## src/hdl/pbl_defs.svh

```systemverilog
`ifndef PBL_DEFS_SVH
`define PBL_DEFS_SVH

// ----------------------------------------
// Register offsets (byte addresses)
// ----------------------------------------
`define PBL_OFF_DIR      4'h0
`define PBL_OFF_DATA     4'h1
`define PBL_OFF_PAT_EN   4'h2
`define PBL_OFF_PAT_NXT  4'h3
`define PBL_OFF_TMODE    4'h4
`define PBL_OFF_TFUNC    4'h5
`define PBL_OFF_TOE      4'h6
`define PBL_OFF_TIO      4'h7
`define PBL_OFF_XFER     4'h8

// ----------------------------------------
// Field positions
// ----------------------------------------
`define PBL_BIT_PIN0     0
`define PBL_BIT_PIN1     1
`define PBL_BIT_CHAN3_PWM_SELECT     3
`define PBL_BIT_CMD      5
`define PBL_BIT_EA3      3
`define PBL_BIT_EB3      4
`define PBL_PAT_BIT8     0
`define PBL_PAT_BIT9     1

// ----------------------------------------
// Reset value and unmapped-offset read value
// ----------------------------------------
`define PBL_RST_REG      8'h00
`define PBL_RD_UNMAPPED  8'h00

`endif

```

## src/hdl/pbl_pkg.sv

```systemverilog
package pbl_pkg;
	typedef struct packed {
		logic [3:0] addr;
		logic [7:0] wdata;
		logic       wr;
		logic       rd;
	} pbl_bus_t;

	typedef enum logic [1:0] {
		PBL_FN_GP_IN,
		PBL_FN_GP_OUT,
		PBL_FN_PATTERN,
		PBL_FN_TIMER
	} pbl_fn_t;

	typedef struct packed {
		logic       dir;
		logic       pat_en;
		logic       tmr_oe;
		logic       cmd;
		logic       pwm;
		logic [2:0] io;
	} pbl_sel_in_t;
endpackage

```

## src/hdl/pbl_pin_sel.sv

```systemverilog
`include "pbl_defs.svh"

module pbl_pin_sel #(
	parameter bit IS_A = 1'b0
) (
	// Selection controls
	input  pbl_pkg::pbl_sel_in_t sel,
	// Result
	output pbl_pkg::pbl_fn_t     fn,
	output logic                 capture_en
);
	import pbl_pkg::*;

	logic tmr_out;

	// Recomputed combinationally from current register bits
	always_comb begin
		// Only the A side lets PWM select the timer output
		tmr_out = sel.tmr_oe && (sel.cmd || (IS_A && sel.pwm) || (sel.io[2:1] == 2'b01)
			|| (sel.io == 3'b001)); // see RL1 see RL4
		if (tmr_out) begin
			fn = PBL_FN_TIMER;
		end else if (!sel.dir) begin
			fn = PBL_FN_GP_IN; // see RL2 see RL5 see RL7
		end else if (sel.pat_en) begin
			fn = PBL_FN_PATTERN; // see RL3 see RL6
		end else begin
			fn = PBL_FN_GP_OUT;
		end
		capture_en = !tmr_out && !sel.cmd && !sel.pwm && sel.io[2]; // see RL2 see RL5
	end
endmodule

```

## src/hdl/pbl_port_b_low.sv

```systemverilog
`include "pbl_defs.svh"

// Functional notes
// RL1: Pin one outputs channel-three B compare
// RL2: Pin one input, feeds B capture
// RL3: Pin one drives data or pattern bit
// RL4: Pin zero outputs channel-three A compare
// RL5: Pin zero input, feeds A capture
// RL6: Pin zero drives data or pattern bit
// RL7: Output enable low keeps port control
// RL8: Read returns data or pin level
// RL9: Pattern enable blocks processor data writes
// RL10: Selection follows registers without delay
module pbl_port_b_low (
	// Clock and reset
	input  logic                mclk,
	input  logic                resetn,
	input  logic                clk_en,
	// Register port
	input  pbl_pkg::pbl_bus_t   bus,
	output logic [7:0]          rdata,
	// Timer channel 3 side
	input  logic [1:0]          tmr_cmp_out,
	output logic [1:0]          tmr_cap_in,
	// Pins
	input  logic [1:0]          pin_in,
	output logic [1:0]          pin_out,
	output logic [1:0]          pin_oe
);
	import pbl_pkg::*;

	// ----------------------------------------
	// Registers
	// ----------------------------------------
	logic [7:0]  port_direction_reg_ff;
	logic [7:0]  port_data_reg_ff;
	logic [7:0]  pattern_enable_reg_ff;
	logic [7:0]  pattern_next_data_reg_ff;
	logic [7:0]  timer_mode_reg_ff;
	logic [7:0]  timer_function_ctrl_reg_ff;
	logic [7:0]  timer_output_enable_reg_ff;
	logic [7:0]  chan3_io_ctrl_reg_ff;
	logic [7:0]  nxt_rdata;
	logic        wr_hit_data;
	logic        xfer;

	assign wr_hit_data = bus.wr && (bus.addr == `PBL_OFF_DATA);
	assign xfer        = bus.wr && (bus.addr == `PBL_OFF_XFER);

	always_ff @(posedge mclk) begin
		if (!resetn) begin
			port_direction_reg_ff      <= `PBL_RST_REG;
			pattern_enable_reg_ff      <= `PBL_RST_REG;
			pattern_next_data_reg_ff   <= `PBL_RST_REG;
			timer_mode_reg_ff          <= `PBL_RST_REG;
			timer_function_ctrl_reg_ff <= `PBL_RST_REG;
			timer_output_enable_reg_ff <= `PBL_RST_REG;
			chan3_io_ctrl_reg_ff       <= `PBL_RST_REG;
		end else if (clk_en && bus.wr) begin
			case (bus.addr)
				`PBL_OFF_DIR:     port_direction_reg_ff      <= bus.wdata;
				`PBL_OFF_PAT_EN:  pattern_enable_reg_ff      <= bus.wdata;
				`PBL_OFF_PAT_NXT: pattern_next_data_reg_ff   <= bus.wdata;
				`PBL_OFF_TMODE:   timer_mode_reg_ff          <= bus.wdata;
				`PBL_OFF_TFUNC:   timer_function_ctrl_reg_ff <= bus.wdata;
				`PBL_OFF_TOE:     timer_output_enable_reg_ff <= bus.wdata;
				`PBL_OFF_TIO:     chan3_io_ctrl_reg_ff       <= bus.wdata;
				default: begin
				end
			endcase
		end
	end

	// Data bits: pattern-enabled bits only change by transfer
	always_ff @(posedge mclk) begin
		if (!resetn) begin
			port_data_reg_ff <= `PBL_RST_REG;
		end else if (clk_en) begin
			for (int i = 0; i < 8; i++) begin
				if (pattern_enable_reg_ff[i]) begin
					if (xfer) begin
						port_data_reg_ff[i] <= pattern_next_data_reg_ff[i]; // see RL9
					end
				end else if (wr_hit_data) begin
					port_data_reg_ff[i] <= bus.wdata[i]; // see RL9
				end
			end
		end
	end

	// ----------------------------------------
	// Pin selection
	// ----------------------------------------
	pbl_sel_in_t sel [2];
	pbl_fn_t     fn [2];
	logic [1:0]  cap_en;
	logic [1:0]  nxt_pin_out;
	logic [1:0]  nxt_pin_oe;
	logic [1:0]  nxt_cap_in;
	logic        cmd_bit;
	logic        pwm_bit;

	assign cmd_bit = timer_function_ctrl_reg_ff[`PBL_BIT_CMD];
	assign pwm_bit = timer_mode_reg_ff[`PBL_BIT_CHAN3_PWM_SELECT];

	assign sel[1] = '{dir: port_direction_reg_ff[`PBL_BIT_PIN1],
		pat_en: pattern_enable_reg_ff[`PBL_PAT_BIT9],
		tmr_oe: timer_output_enable_reg_ff[`PBL_BIT_EB3],
		cmd: cmd_bit, pwm: pwm_bit, io: chan3_io_ctrl_reg_ff[6:4]};
	assign sel[0] = '{dir: port_direction_reg_ff[`PBL_BIT_PIN0],
		pat_en: pattern_enable_reg_ff[`PBL_PAT_BIT8],
		tmr_oe: timer_output_enable_reg_ff[`PBL_BIT_EA3],
		cmd: cmd_bit, pwm: pwm_bit, io: chan3_io_ctrl_reg_ff[2:0]};

	generate
		for (genvar p = 0; p < 2; p++) begin : g_pin
			pbl_pin_sel #(
				.IS_A (p == 0)
			) u_sel (
				.sel        (sel[p]),
				.fn         (fn[p]),
				.capture_en (cap_en[p])
			);
			always_comb begin
				case (fn[p])
					PBL_FN_TIMER: begin
						nxt_pin_out[p] = tmr_cmp_out[p]; // see RL1 see RL4
						nxt_pin_oe[p]  = 1'b1;
					end
					PBL_FN_PATTERN: begin
						nxt_pin_out[p] = port_data_reg_ff[p]; // see RL3 see RL6
						nxt_pin_oe[p]  = 1'b1;
					end
					PBL_FN_GP_OUT: begin
						nxt_pin_out[p] = port_data_reg_ff[p];
						nxt_pin_oe[p]  = 1'b1;
					end
					default: begin
						nxt_pin_out[p] = 1'b0;
						nxt_pin_oe[p]  = 1'b0;
					end
				endcase
				nxt_cap_in[p] = cap_en[p] & pin_in[p];
			end
		end
	endgenerate

	// Registered pin drive, one cycle after the register write
	always_ff @(posedge mclk) begin
		if (!resetn) begin
			pin_out    <= 2'h0;
			pin_oe     <= 2'h0;
			tmr_cap_in <= 2'h0;
		end else if (clk_en) begin
			pin_out    <= nxt_pin_out; // see RL10 see RL7
			pin_oe     <= nxt_pin_oe;
			tmr_cap_in <= nxt_cap_in;
		end
	end

	// ----------------------------------------
	// Read path
	// ----------------------------------------
	always_comb begin
		case (bus.addr)
			`PBL_OFF_DIR:     nxt_rdata = port_direction_reg_ff;
			`PBL_OFF_DATA:    nxt_rdata = {port_data_reg_ff[7:2],
				(port_direction_reg_ff[1:0] & port_data_reg_ff[1:0])
				| (~port_direction_reg_ff[1:0] & pin_in)}; // see RL8
			`PBL_OFF_PAT_EN:  nxt_rdata = pattern_enable_reg_ff;
			`PBL_OFF_PAT_NXT: nxt_rdata = pattern_next_data_reg_ff;
			`PBL_OFF_TMODE:   nxt_rdata = timer_mode_reg_ff;
			`PBL_OFF_TFUNC:   nxt_rdata = timer_function_ctrl_reg_ff;
			`PBL_OFF_TOE:     nxt_rdata = timer_output_enable_reg_ff;
			`PBL_OFF_TIO:     nxt_rdata = chan3_io_ctrl_reg_ff;
			default:          nxt_rdata = `PBL_RD_UNMAPPED;
		endcase
	end

	always_ff @(posedge mclk) begin
		if (!resetn) begin
			rdata <= 8'h00;
		end else if (clk_en && bus.rd) begin
			rdata <= nxt_rdata;
		end
	end

	// ----------------------------------------
	// Checks
	// ----------------------------------------
	chk_b_timer_out: assert property (@(posedge mclk) disable iff (!resetn) // see RL1
		clk_en && timer_output_enable_reg_ff[`PBL_BIT_EB3] && cmd_bit
		|=> pin_oe[1] && pin_out[1] == $past(tmr_cmp_out[1]))
		else $error("pin one not timer output");
	chk_a_pwm_out: assert property (@(posedge mclk) disable iff (!resetn) // see RL4
		clk_en && timer_output_enable_reg_ff[`PBL_BIT_EA3] && pwm_bit
		|=> pin_oe[0] && pin_out[0] == $past(tmr_cmp_out[0]))
		else $error("pin zero not timer output");
	chk_b_input: assert property (@(posedge mclk) disable iff (!resetn) // see RL2
		clk_en && !timer_output_enable_reg_ff[`PBL_BIT_EB3]
		&& !port_direction_reg_ff[1] |=> !pin_oe[1])
		else $error("pin one should be input");
	chk_a_input: assert property (@(posedge mclk) disable iff (!resetn) // see RL5
		clk_en && !timer_output_enable_reg_ff[`PBL_BIT_EA3]
		&& !port_direction_reg_ff[0] |=> !pin_oe[0])
		else $error("pin zero should be input");
	chk_b_pattern: assert property (@(posedge mclk) disable iff (!resetn) // see RL3
		clk_en && !timer_output_enable_reg_ff[`PBL_BIT_EB3] && port_direction_reg_ff[1]
		|=> pin_oe[1] && pin_out[1] == $past(port_data_reg_ff[1]))
		else $error("pin one data drive wrong");
	chk_a_pattern: assert property (@(posedge mclk) disable iff (!resetn) // see RL6
		clk_en && !timer_output_enable_reg_ff[`PBL_BIT_EA3] && port_direction_reg_ff[0]
		|=> pin_oe[0] && pin_out[0] == $past(port_data_reg_ff[0]))
		else $error("pin zero data drive wrong");
	chk_oe_port: assert property (@(posedge mclk) disable iff (!resetn) // see RL7
		clk_en && timer_output_enable_reg_ff[4:3] == 2'b00
		|=> pin_oe == $past(port_direction_reg_ff[1:0]))
		else $error("port control lost");
	chk_read_mux: assert property (@(posedge mclk) disable iff (!resetn) // see RL8
		clk_en && bus.rd && bus.addr == `PBL_OFF_DATA && port_direction_reg_ff[0]
		|=> rdata[0] == $past(port_data_reg_ff[0]))
		else $error("read of output bit wrong");
	chk_write_block: assert property (@(posedge mclk) disable iff (!resetn) // see RL9
		clk_en && wr_hit_data && pattern_enable_reg_ff[0] && !xfer
		|=> $stable(port_data_reg_ff[0]))
		else $error("pattern bit overwritten");
	chk_b_capture: assert property (@(posedge mclk) disable iff (!resetn) // see RL2
		clk_en && cap_en[1] |=> tmr_cap_in[1] == $past(pin_in[1]))
		else $error("capture path wrong");

	cov_b_timer: cover property (@(posedge mclk) pin_oe[1] && fn[1] == PBL_FN_TIMER);
	cov_a_pattern: cover property (@(posedge mclk) fn[0] == PBL_FN_PATTERN);
	cov_capture: cover property (@(posedge mclk) tmr_cap_in[0]);
endmodule

```

## config.mk

```make
export PLATFORM = sky130hd
export DESIGN_NAME = pbl_port_b_low
export DESIGN_NICKNAME = d
export VERILOG_FILES = /design/src/hdl/pbl_pkg.sv /design/src/hdl/pbl_pin_sel.sv /design/src/hdl/pbl_port_b_low.sv
export VERILOG_INCLUDE_DIRS = /design/src /design/src/hdl
export SDC_FILE = /design/constraint.sdc
export NUM_CORES = 1
export LEC_CHECK = 0
export ABC_CLOCK_PERIOD_IN_PS = 2200
export BUFFER_PORTS_ARGS = -buffer_cell sky130_fd_sc_hd__buf_2
export CAP_MARGIN = 20
export CORE_MARGIN = 4
export CORE_UTILIZATION = 45
export CTS_CLUSTER_SIZE = 14
export DETAILED_ROUTE_END_ITERATION = 10
export GPL_ROUTABILITY_DRIVEN = 0
export SLEW_MARGIN = 20
export SYNTH_ARGS = -nofsm -noshare
export SYNTH_HDL_FRONTEND = slang
export SYNTH_SLANG_ARGS = --single-unit
```

## constraint.sdc

```tcl
create_clock -name mclk -period 2.2 [get_ports mclk]
set_input_delay 0.22 -clock mclk [delete_from_list [all_inputs] [get_ports mclk]]
set_output_delay 0.22 -clock mclk [all_outputs]
set_load 0.02 [all_outputs]
```

==> impl_metrics.env <==
export IMPL_status="completed"
export IMPL_synth_nets=478
export IMPL_required_ns=2.41
export IMPL_synth_seq_area_share=0.415
export IMPL_path_clk_slew_ns=0.07
export IMPL_cpPeakStageDelay_ns=0.42
export IMPL_drt_pre_antenna_iters=5
export IMPL_min_period_over_period=0.848
export IMPL_grt_start_max_net_pins=65
export IMPL_worstPathArrival_ns=2.08
export IMPL_leakage_nw=1.74
export IMPL_synth_edf_count=0
export IMPL_numCtsBuffers=9
export IMPL_syn_area_per_cell_um2=8.30
export IMPL_io_pins=35
export IMPL_path_common_cell="nor2_1"
export IMPL_cts_setup_buffers=0
export IMPL_io_buffers=34
export IMPL_yosys_most_used_dff="dfxtp_1"
export IMPL_synthDistinctLibCells=42
export IMPL_overflow=0
export IMPL_layout_drive_gt1_share=0.157
export IMPL_start_util=0.460
export IMPL_synth_top_area_frac=0.415
export IMPL_power_density_nw_per_um2=643
export IMPL_grt_setup_unrepaired="no"
export IMPL_grt_use_total=0.220
export IMPL_ys_ff_latch=78
export IMPL_worst_setup_path_end_kind="flip-flop"
export IMPL_drt_wirelength_per_cell_um=18.0
export IMPL_dp_hpwl_um=7480
export IMPL_num_vias=3401
export IMPL_insertion_delay_ns=0.35
export IMPL_worstPathMaxFanout=4
export IMPL_synth_commonest_cells="dfxtp_1, nand2_1, o21ai_0, mux2i_1, a21oi_1"
export IMPL_hold_class="in -> reg"
export IMPL_r2r_setup_slack_ns=0.33
export IMPL_drv_cap=0
export IMPL_htreeDepth=3
export IMPL_synth_most_common_cell="dfxtp_1"
export IMPL_cts_root_buf="clkbuf_8"
export IMPL_async_flop_share=0
export IMPL_fin_nets=503
export IMPL_cts_tree="done"
export IMPL_synth_top_cell_by_area="dfxtp_1"
export IMPL_core_area_um2=8180
export IMPL_cts_hold_buf=0
export IMPL_holdWs_ns=0.177
export IMPL_ant_nets=0
export IMPL_slowest_stage="dfxtp_1"
export IMPL_start_kind="flip-flop"
export IMPL_antenna_found_initial=0
export IMPL_area_growth_syn_to_layout_pct=12.9
export IMPL_cts_buffer_depth=2
export IMPL_holdCritStartpoint="pin_in[1]"
export IMPL_rows=33
export IMPL_finalWirelength_um=10600
export IMPL_finalMaxSlewViolations=0
export IMPL_hold_path_endpoint="tmr_cap_in[1]$_SDFFE_PN0P_"
export IMPL_ctsResizeCount=0
export IMPL_drt_iter0_markers=157
export IMPL_die_w_um=99.4
export IMPL_drcViolationCount=0
export IMPL_syn_area_um2=3760
export IMPL_reg2reg_from="chan3_io_ctrl_reg_ff[6]$_SDFFE_PN0P_"
export IMPL_die_area_um2=9880
export IMPL_total_power_mw=2.73
export IMPL_dieHeight_um=99.4
export IMPL_critPathKind="reg -> reg"
export IMPL_worst_pin_slew_ns=0.710
export IMPL_tns_ns=0
export IMPL_fmax_mhz=536
export IMPL_ff2ff_path_depth=8
export IMPL_grt_pass1_vias=3218
export IMPL_vias_per_cell=5.78
export IMPL_ys_top_cells_by_area="dfxtp_1, mux2i_1, o21ai_0, a21oi_1, nand2_1"
export IMPL_crit_chain="nor2_1, o21ai_0, o21a_1, ha_1, a22oi_1, nor2_1, mux2i_1, nor2_1"
export IMPL_ys_warn_count=0
export IMPL_skew_ns=0.0103
export IMPL_setup_viol=0
export IMPL_clock_sinks=78
export IMPL_grt_pass1_wl_um=17000
export IMPL_period_minus_slack_ns=1.87
export IMPL_ir_drop_v=0.000277
export IMPL_whs_path_depth=3
export IMPL_max_slew_margin=0.527
export IMPL_final_hold_viol_count=0
export IMPL_synthCells=453
export IMPL_diodes=0
export IMPL_r2r_end="pin_out[1]$_SDFFE_PN0P_"
-- worst max path at each step --
stage	start	endpoint	slack, ns	cells past startpoint
global route	chan3_io_ctrl_reg_ff[4]$_SDFFE_PN0P_	pin_out[1]$_SDFFE_PN0P_	0.19	9
floorplan	chan3_io_ctrl_reg_ff[4]$_SDFFE_PN0P_	pin_out[1]$_SDFFE_PN0P_	0.64	9
CTS	chan3_io_ctrl_reg_ff[6]$_SDFFE_PN0P_	pin_out[1]$_SDFFE_PN0P_	0.35	8
finish	chan3_io_ctrl_reg_ff[6]$_SDFFE_PN0P_	pin_out[1]$_SDFFE_PN0P_	0.33	8
detailed placement	bus[10]	port_data_reg_ff[7]$_SDFFE_PN0P_	0.34	5
global placement	chan3_io_ctrl_reg_ff[6]$_SDFFE_PN0P_	pin_out[1]$_SDFFE_PN0P_	0.41	8
-- placed cells by master (no fill, tap or decap), drive strengths merged, types with 3 or more instances in the layout --
cell    Yosys  final
o22ai      12     12
clkbuf     28     12
nor3        3      3
clkinv      0      3
and2        8      8
nand2      56     56
nand3b     11     11
inv         5      5
buf        13     55
o31a        6      6
dfxtp      78     78
o21ai      53     53
a22oi       4      4
o311a       6      6
nand2b      3      3
nor2       38     38
mux2i      46     46
a211oi      5      5
ha          4      4
or3b        3      3
nand4       3      3
a21oi      44     44
-- layout make-up --
cell class                      instances  area (um2)
Clock buffer                           12         155
Clock inverter                          4        45.0
Fill cell                             814        3930
Inverter                                5        18.8
Multi-Input combinational cell        329        2010
Sequential cell                        78        1560
Tap cell                              105         131
Timing Repair Buffer                   55         328
-- power by group --
part / leakage, nW / switching [mW] / internal, mW
logic: 1.01 / 0.138 / 0.0689
clock network: 0.106 / 0.509 / 0.581
registers: 0.629 / 0.00834 / 1.42
total: 1.74 / 0.656 / 2.07
-- logic make-up (layout without fill, tap and decap cells) --
| family | after synthesis | after routing | synth area share |
|---|---|---|---|
| AND/OR/NAND/NOR | 138 | 138 | 0.176 |
| buffers and inverters | 46 | 76 | 0.0512 |
| flip-flops | 78 | 78 | 0.415 |
| multiplexers | 48 | 48 | 0.128 |
| adder cells (fa/ha/maj) | 4 | 4 | 0.0133 |
| AO/OA/AOI/OAI | 139 | 139 | 0.216 |
-- worst max-delay path: cells and delay by family, from the launching register on --
kind / cells / cell delay, ns
mux: 1 / 0.13
fa+ha+maj: 1 / 0.23
simple gates: 3 / 0.18
flops: 1 / 0.42
compound gates: 3 / 0.78
-- metrics by stage --
stage          std cells  cell area (um2)  utilization  setup WS (ns)
2_1_floorplan        453             3760            -          0.645
3_3_place_gp         572             4050        0.495          0.412
3_5_place_dp         572             4050        0.495          0.344
4_1_cts              588             4250        0.519          0.355
5_1_grt              588             4250        0.519          0.192
6_report             588             4250        0.519          0.334
-- flip-flops by register name, summed over array words and instances (netlist names) --
register	cells
pin_out	2
tmr_cap_in	2
chan3_io_ctrl_reg_ff	8
pattern_next_data_reg_ff	8
port_data_reg_ff	8
timer_mode_reg_ff	8
pin_oe	2
port_direction_reg_ff	8
rdata	8
timer_function_ctrl_reg_ff	8
pattern_enable_reg_ff	8
timer_output_enable_reg_ff	8
-- metal layers --
layer	vias up	track usage	wire [um]
met3	25	0.0358	661
met2	108	0.340	4760
li1	1656	-	-
met1	1612	0.299	4830
met5	-	0	0
met4	0	0.106	329
No activity file was read; power rests on OpenSTA's default activity.
